==> config.mk <==
export PLATFORM = sky130hd
export DESIGN_NAME = dcc_top
export DESIGN_NICKNAME = d
export VERILOG_FILES = /design/src/hw/dcc_pkg.sv /design/src/hw/dcc_top.sv
export VERILOG_INCLUDE_DIRS = /design/src /design/src/hw
export SDC_FILE = /design/constraint.sdc
export NUM_CORES = 1
export LEC_CHECK = 0
export BUFFER_PORTS_ARGS = -buffer_cell sky130_fd_sc_hd__buf_2
export CELL_PAD_IN_SITES_DETAIL_PLACEMENT = 1
export CELL_PAD_IN_SITES_GLOBAL_PLACEMENT = 1
export CORE_MARGIN = 2
export CORE_UTILIZATION = 30
export CTS_CLUSTER_DIAMETER = 80
export CTS_CLUSTER_SIZE = 30
export DETAILED_ROUTE_END_ITERATION = 16
export GPL_TIMING_DRIVEN = 0
export PLACE_DENSITY = 0.71
export SETUP_SLACK_MARGIN = 0.2
export SLEW_MARGIN = 20
export SYNTH_ARGS = -nofsm -noshare
export SYNTH_HDL_FRONTEND = slang
export SYNTH_SLANG_ARGS = --single-unit
==> constraint.sdc <==
create_clock -name clk -period 1.68 [get_ports clk]
set_input_delay 0.252 -clock clk [delete_from_list [all_inputs] [get_ports clk]]
set_output_delay 0.252 -clock clk [all_outputs]
set_load 0.01 [all_outputs]
==> src/hw/dcc_map.svh <==
// register offsets, field positions and reset values of the comparator control block
`ifndef DCC_MAP_SVH
`define DCC_MAP_SVH
`define DCC_ADDR_INTCTL     8'h0b
`define DCC_ADDR_PFLAGS     8'h0c
`define DCC_ADDR_CMPCTL     8'h1f
`define DCC_ADDR_PORTDIR    8'h85
`define DCC_ADDR_PENABLES   8'h8c
`define DCC_ADDR_VREFCTL    8'h9f
`define DCC_ADDR_CHGSTAT    8'h0d
`define DCC_ADDR_CHGMASK    8'h8d
`define DCC_RST_INTCTL      8'h00
`define DCC_RST_PFLAGS      8'h00
`define DCC_RST_CMPCTL      8'h00
`define DCC_RST_PORTDIR     8'h1f
`define DCC_RST_PENABLES    8'h00
`define DCC_RST_VREFCTL     8'h00
`define DCC_BIT_GLOBAL_EN   7
`define DCC_BIT_PERIPH_EN   6
`define DCC_BIT_CHG         6
`define DCC_BIT_OUT2        7
`define DCC_BIT_OUT1        6
`define DCC_BIT_IN_SWITCH   3
`define DCC_PORTDIR_MASK    8'h1f
`define DCC_VREF_MASK       8'hef
`define DCC_MODE_INTREF     3'h2
`define DCC_MODE_SHARED     3'h3
`endif

==> src/hw/dcc_pkg.sv <==
// types of the comparator control block
package dcc_pkg;
    typedef struct packed {
        logic [7:0] addr;
        logic [7:0] wdata;
        logic       wr;
        logic       rd;
    } dcc_bus_t;

    typedef struct packed {
        logic p_first;
        logic n_first;
        logic p_second;
        logic n_second;
    } dcc_route_t;

    typedef enum logic [2:0] {
        DCC_ROUTE_OFF,
        DCC_ROUTE_SPLIT,
        DCC_ROUTE_INTREF,
        DCC_ROUTE_SHARED,
        DCC_ROUTE_SWITCHED
    } dcc_route_mode_t;
endpackage : dcc_pkg

==> src/hw/dcc_top.sv <==
// digital control of a dual analog comparator: mode decode, change detect, interrupt
// Notes on behaviour
// - output low when plus below minus
// - output high when plus above minus
// - mode 010 selects internal voltage reference
// - internal reference feeds both plus inputs
// - external modes: shared or separate references
// - control read ends change; software reads first
// - direction bits 7:5 read zero
`timescale 1ns/1ps
`include "dcc_map.svh"
module dcc_top
    import dcc_pkg::*;
(
    input  wire logic       clk,           // core clock, 125 MHz
    input  wire logic       nrst,          // synchronous reset, active low
    input  wire logic [7:0] addr,          // register address
    input  wire logic [7:0] wdata,         // write data
    input  wire logic       wr,            // write strobe
    input  wire logic       rd,            // read strobe
    output logic      [7:0] rdata,         // read data, cycle after rd
    input  wire logic       cmp_first_raw, // analog comparator 1 result, async
    input  wire logic       cmp_second_raw,// analog comparator 2 result, async
    output dcc_route_t      route,         // analog input switch controls
    output logic            use_intref,    // internal reference selected
    output logic            vref_enable,   // voltage reference enable
    output logic      [3:0] vref_level,    // voltage reference tap
    output logic            out_pin_fourth,// compare result on fourth pin
    output logic            out_pin_fifth, // compare result on fifth pin
    output logic      [4:0] port_dir,      // port direction, 1 = input
    output logic            irq            // level interrupt request
);
    dcc_bus_t bus;
    assign bus = '{addr: addr, wdata: wdata, wr: wr, rd: rd};

    // synchronisers for the analog results
    logic [1:0] s1_r, s2_r, s1_nxt, s2_nxt;
    always_comb begin
        s1_nxt = {cmp_second_raw, cmp_first_raw};
        s2_nxt = s1_r;
    end
    always_ff @(posedge clk) begin
        if (!nrst) begin
            s1_r <= 2'h0;
            s2_r <= 2'h0;
        end else begin
            s1_r <= s1_nxt;
            s2_r <= s2_nxt;
        end
    end

    logic [7:0] intctl_r, pen_r, vref_r, mask_r, ctl_r;
    logic [4:0] dir_r;
    logic       flag_r, stat_r;
    logic [1:0] latch_r, out_r;
    logic [7:0] rdata_r;
    logic [7:0] intctl_nxt, pen_nxt, vref_nxt, mask_nxt, ctl_nxt, rdata_nxt;
    logic [4:0] dir_nxt;
    logic       flag_nxt, stat_nxt;
    logic [1:0] latch_nxt, out_nxt;
    logic       changed;
    logic [2:0] mode;
    logic [7:0] ctl_view;

    assign mode = ctl_r[2:0];
    // live results, held low while comparators are off (mode 111)
    always_comb begin
        out_nxt = (mode == 3'h7) ? 2'h0 : s2_r;
    end
    assign ctl_view = {out_r[1], out_r[0], 2'h0, ctl_r[3:0]};
    assign changed  = (out_r != latch_r);

    always_comb begin
        intctl_nxt = intctl_r;
        pen_nxt    = pen_r;
        vref_nxt   = vref_r;
        mask_nxt   = mask_r;
        ctl_nxt    = ctl_r;
        dir_nxt    = dir_r;
        latch_nxt  = latch_r;
        rdata_nxt  = 8'h00;
        flag_nxt   = flag_r;
        stat_nxt   = stat_r;
        if (bus.wr) begin
            case (bus.addr)
                `DCC_ADDR_INTCTL:   intctl_nxt = bus.wdata;
                `DCC_ADDR_PFLAGS:   flag_nxt   = bus.wdata[`DCC_BIT_CHG];
                `DCC_ADDR_CMPCTL:   ctl_nxt    = {4'h0, bus.wdata[3:0]};
                `DCC_ADDR_PORTDIR:  dir_nxt    = bus.wdata[4:0];
                `DCC_ADDR_PENABLES: pen_nxt    = bus.wdata & 8'h40;
                `DCC_ADDR_VREFCTL:  vref_nxt   = bus.wdata & `DCC_VREF_MASK;
                `DCC_ADDR_CHGMASK:  mask_nxt   = bus.wdata & 8'h40;
                default: ;
            endcase
        end
        if (bus.rd) begin
            case (bus.addr)
                `DCC_ADDR_INTCTL:   rdata_nxt = intctl_r;
                `DCC_ADDR_PFLAGS:   rdata_nxt = {1'b0, flag_r, 6'h00};
                `DCC_ADDR_CMPCTL: begin
                    rdata_nxt = ctl_view;
                    latch_nxt = out_r;
                end
                `DCC_ADDR_PORTDIR:  rdata_nxt = {3'h0, dir_r};
                `DCC_ADDR_PENABLES: rdata_nxt = pen_r;
                `DCC_ADDR_VREFCTL:  rdata_nxt = vref_r;
                `DCC_ADDR_CHGSTAT: begin
                    rdata_nxt = {1'b0, stat_r, 6'h00};
                    stat_nxt  = 1'b0;
                end
                `DCC_ADDR_CHGMASK:  rdata_nxt = mask_r;
                default:            rdata_nxt = 8'h00;
            endcase
        end
        // set beats clear: a change in the clearing cycle stays pending
        if (changed) begin
            flag_nxt = 1'b1;
            stat_nxt = 1'b1;
        end
    end

    always_ff @(posedge clk) begin
        if (!nrst) begin
            intctl_r <= `DCC_RST_INTCTL;
            pen_r    <= `DCC_RST_PENABLES;
            vref_r   <= `DCC_RST_VREFCTL;
            mask_r   <= 8'h00;
            ctl_r    <= `DCC_RST_CMPCTL;
            dir_r    <= 5'h1f;
            latch_r  <= 2'h0;
            out_r    <= 2'h0;
            rdata_r  <= 8'h00;
            flag_r   <= 1'b0;
            stat_r   <= 1'b0;
        end else begin
            intctl_r <= intctl_nxt;
            pen_r    <= pen_nxt;
            vref_r   <= vref_nxt;
            mask_r   <= mask_nxt;
            ctl_r    <= ctl_nxt;
            dir_r    <= dir_nxt;
            latch_r  <= latch_nxt;
            out_r    <= out_nxt;
            rdata_r  <= rdata_nxt;
            flag_r   <= flag_nxt;
            stat_r   <= stat_nxt;
        end
    end
    assign rdata = rdata_r;

    // interrupt: core path plus sticky status under mask
    assign irq = (flag_r & pen_r[`DCC_BIT_CHG] & intctl_r[`DCC_BIT_PERIPH_EN]
                 & intctl_r[`DCC_BIT_GLOBAL_EN])
               | (stat_r & mask_r[`DCC_BIT_CHG]);

    // input routing; p = plus input source, n = minus source
    // p/n: 1 selects the pin normally wired to that comparator input
    dcc_route_mode_t rmode;
    always_comb begin
        case (mode)
            3'h0, 3'h7: rmode = DCC_ROUTE_OFF;
            `DCC_MODE_INTREF: rmode = DCC_ROUTE_INTREF;
            `DCC_MODE_SHARED: rmode = DCC_ROUTE_SHARED;
            3'h6:       rmode = DCC_ROUTE_SWITCHED;
            default:    rmode = DCC_ROUTE_SPLIT;
        endcase
    end
    always_comb begin
        route          = '{p_first: 1'b0, n_first: 1'b0, p_second: 1'b0, n_second: 1'b0};
        use_intref     = 1'b0;
        out_pin_fourth = 1'b0;
        out_pin_fifth  = 1'b0;
        case (rmode)
            DCC_ROUTE_INTREF: begin
                use_intref = 1'b1;
                route      = '{p_first: 1'b0, n_first: 1'b1,
                               p_second: 1'b0, n_second: 1'b1};
            end
            DCC_ROUTE_SHARED: begin
                route          = '{p_first: 1'b1, n_first: 1'b1,
                                   p_second: 1'b1, n_second: 1'b1};
                out_pin_fourth = out_r[0];
                out_pin_fifth  = out_r[1];
            end
            DCC_ROUTE_SPLIT, DCC_ROUTE_SWITCHED: begin
                route = '{p_first: 1'b1, n_first: ~(rmode == DCC_ROUTE_SWITCHED
                          && ctl_r[`DCC_BIT_IN_SWITCH]), p_second: 1'b1, n_second: 1'b1};
            end
            default: ;
        endcase
    end
    assign vref_enable = vref_r[7];
    assign vref_level  = vref_r[3:0];
    assign port_dir    = dir_r;
endmodule : dcc_top

==> metrics.md <==
| Metric | Value |
|---|---|
| Vias in the first global route | `1890` |
| CP Cell Sequence | `buf_8 > and3_4 > nor2_4 > buf_6 > buf_6` |
| CTS root buf | `clkbuf_8` |
| Crit path largest cell delay | `0.33 ns` |
| Core ar. | `6720 um2` |
| Initial antenna violation count | `0` |
| Pwr Density | `around 740 nW/um2` |
| First-pass GRT wire length | `9.21 mm` |
| Tot Pwr | `2.01 mW` |
| Sequential element share of the synthesized area | `0.429` |
| CTS Buf Count | `5` |
| Total track usage | `0.160` |
| Fin util | `0.404` |
| Sequential power share | `0.525` |
| Synth Register Bits | `44` |
| Fin nets | `~290` |
| Peak VDD IR | `271 uV` |
| Port bufs | `44` |
| Syn. warnings | `0` |
| Internal power | `1.56 mW` |
| Multi-input gate area | `1150 um2` |
| Most frequent cells in the layout | `41 x buf_2, 40 x dfxtp_1, 31 x mux2i_1, 23 x nor2b_1, 16 x buf_4` |
| CP Buf/Inv Count | `3` |
| Initial core utilization | `0.306` |
| Final HPWL from detailed placement | `4.07 mm` |
| RSZ-0062 raised after global routing | `true` |
| Max-slew violations | `0` |
| Final WL | `5.68 mm` |
| Crit-path most repeated cell | `buf_6` |
| CP top delay family | `flip-flops` |
| Vias per cell | `between 5 and 6` |
| Type of origin of the critical path | `flip-flop` |
| Setup Viol. Count Final | `0` |
| Largest net degree at the start of global routing | `14` |
| Main combinational cell family by area after synthesis | `simple AND/OR/NAND/NOR gates` |
| Tmin final | `1.46 ns` |
| Worst Tran Pin Value | `about 0.46 ns` |
| Num ports | `48` |
| Register area | `between 800 and 900 um2` |
| Overflow after GRT | `0` |
| Die area | `7520 um2` |
| DRT Pass-1 Iters | `4` |
| Chip Width | `86.7 um` |
| Critical Path Slowest Stage Cell | `dfxtp_2` |
| Number of DRC markers in iteration 0 | `44` |
| Critical path class | `flip-flop to output pin` |
| WP data required | `1.43 ns` |
| Critical path arrival | `between 1 and 1.5 ns` |
| Commonest non-fill, non-tap cell in the layout | `buf_2` |
| Post-CTS Hold Buffers | `0` |
| Post-Syn Nets | `227` |
| Logic gate share of total power | `0.076` |
| Post-synth cell types | `38` |
| Compound-Gate Fraction of Synth Area | `0.0786` |
| DRC violations left | `0` |
| Die H | `approximately 87 um` |
| Cell count after synthesis | `205` |
| Synthesized cell area | `between 2000 and 2500 um2` |
| Slew margin rel. | `0.691` |
| Worst Reg2Reg Path Length in Cells | `6` |
| Crit-path max FO | `6` |
| Final Skew | `0.00532 ns` |
| Min-Delay Path Class | `input port to flip-flop` |
| Antenna cells | `0` |
| Post-synth EDFFs | `0` |
| Crit end category | `output pin` |
| Max_cap viols | `0` |
| Synth Area in XOR/XNOR | `0.00853` |
| Fillers | `between 700 and 800` |
| RD Place Congestion | `0.771` |
| H-tree depth | `2` |
| Drt wl/cell | `16.4 um` |
| Via Count | `1767` |
| Bufs on Longest Clock Path | `2` |
| Antenna viol nets, final | `0` |
| Post-Synth Simple-Gate Area | `0.252` |
| Power share of the clock group | `0.399` |
| Layout cells sized above 1 | `0.375` |
| Crit share post-route | `0.870` |
| Mapped Avg Cell Area | `10.0 um2` |
| Cell depth of the worst setup path | `5` |
| NetSw | `454 uW` |
| Worst setup path start | `ctl_r[2]` |
| Clock slew at reported path FFs | `about 0.08 ns` |
| CP Capture Point | `route[3]` |
| Peak Freq | `~680 MHz` |
| Post-synth ARST share | `0` |
| Hold Vio Cnt, Final | `0` |
| Worst-Skew Late Latency | `about 0.30 ns` |
| RR Endpoint | `rdata[2]` |
| Cell row count | `30` |
| Pleak | `~1.1 nW` |
| Reg-to-Reg Start | `ctl_r[2]` |
| Adder-Cell Fraction of Synth Area | `0` |
| R2R setup slack | `roughly 0.30 ns` |
| CTS tree | `yes` |
| Net Sw Frac | `0.226` |
| Status | `completed` |
| Clock sinks | `44` |
| Synth-to-layout area growth | `32.2%` |
| Most used DFF post-synth | `dfxtp_1` |
| Post-synthesis mux area share | `0.184` |
==> layout make-up <==
class                           count  share of cell area
Multi-Input combinational cell    142               0.425
Clock inverter                      2              0.0129
Sequential cell                    44               0.327
Tap cell                           80              0.0369
Buffer                             17              0.0466
Clock buffer                        6              0.0267
Timing Repair Buffer               54               0.122
Inverter                            2             0.00277
==> how the worst min path moves through the flow <==
stage	startpoint	endpoint	slack, ns	depth (start not counted)
global route	cmp_second_raw	s1_r[1]	0.17	2
floorplan	cmp_first_raw	s1_r[0]	0.38	1
detailed placement	s1_r[1]	s2_r[1]	0.43	1
finish	cmp_second_raw	s1_r[1]	0.16	2
global placement	s1_r[0]	s2_r[0]	0.42	1
CTS	cmp_first_raw	s1_r[0]	0.16	2
==> power groups by stage <==
stage,combinational [mW],clock [mW],sequential [mW]
2_1_floorplan,0.0715,0,1.08
3_3_place_gp,0.131,0,1.08
3_5_place_dp,0.132,0,1.08
4_1_cts,0.141,0.819,1.05
5_1_grt,0.166,0.857,1.06
6_report,0.153,0.803,1.05
==> registers in the layout (all words and copies together) (netlist names) <==
signal	flops
intctl_r	8
flag_r	1
port_dir	5
s1_r	2
ctl_r	4
mask_r	1
stat_r	1
s2_r	2
latch_r	2
out_r	2
rdata	8
pen_r	1
vref_r	7
==> worst reg2reg max path: cells and delay by family, from the launching register on <==
kind	cells	cell delay (ns)
AO/OA/AOI/OAI	2	0.36
flip-flops	1	0.33
multiplexers	1	0.26
buffers and inverters	2	0.25
AND/OR/NAND/NOR	1	0.06
==> synth_stat cells, types with 4 or more instances <==
master    count  share of area
dfxtp_1      44           0.43
mux2i_1      31           0.15
nor2b_1      23          0.070
nor2_1       11          0.020
nand2_1      10          0.018
and3_1        7          0.021
clkbuf_1      7          0.013
nor3_1        7          0.017
and2_1        6          0.018
buf_4         6          0.022
mux2_2        6          0.033
a22oi_1       5          0.018
a32o_1        5          0.024
buf_2         4         0.0098
==> stage by stage <==
step / setup TNS, ns / cells / hold slack [ns] / setup slack (ns) / area (um2)
after floorplan: 0 / 205 / 0.379 / 0.0630 / 2070
after global placement: -6.56 / 329 / 0.418 / -0.289 / 2390
after detailed placement: -8.78 / 329 / 0.431 / -0.403 / 2390
after CTS: 0 / 345 / 0.160 / 0.146 / 2640
after global routing: 0 / 347 / 0.167 / 0.129 / 2710
final: 0 / 347 / 0.160 / 0.219 / 2710
==> logic make-up after synthesis <==
logic type,Yosys count
AO/OA/AOI/OAI,20
flip-flops,44
XOR/XNOR,2
AND/OR/NAND/NOR,83
buffers and inverters,19
multiplexers,37
==> timing repair <==
item / 4_1_cts / 5_1_grt
resized for setup: 24 / 14
pin swaps: 5 / 3
buffers inserted: 8 / 2
endpoints found under the setup margin: 39 / 42
==> layer usage <==
metal,wire length (um),GRT usage,vias up
met5,0,0,-
met4,146,0.0682,0
met3,189,0.0352,14
met2,2950,0.282,36
met1,2390,0.187,866
li1,-,-,851
No activity file was read; power rests on OpenSTA's default activity.
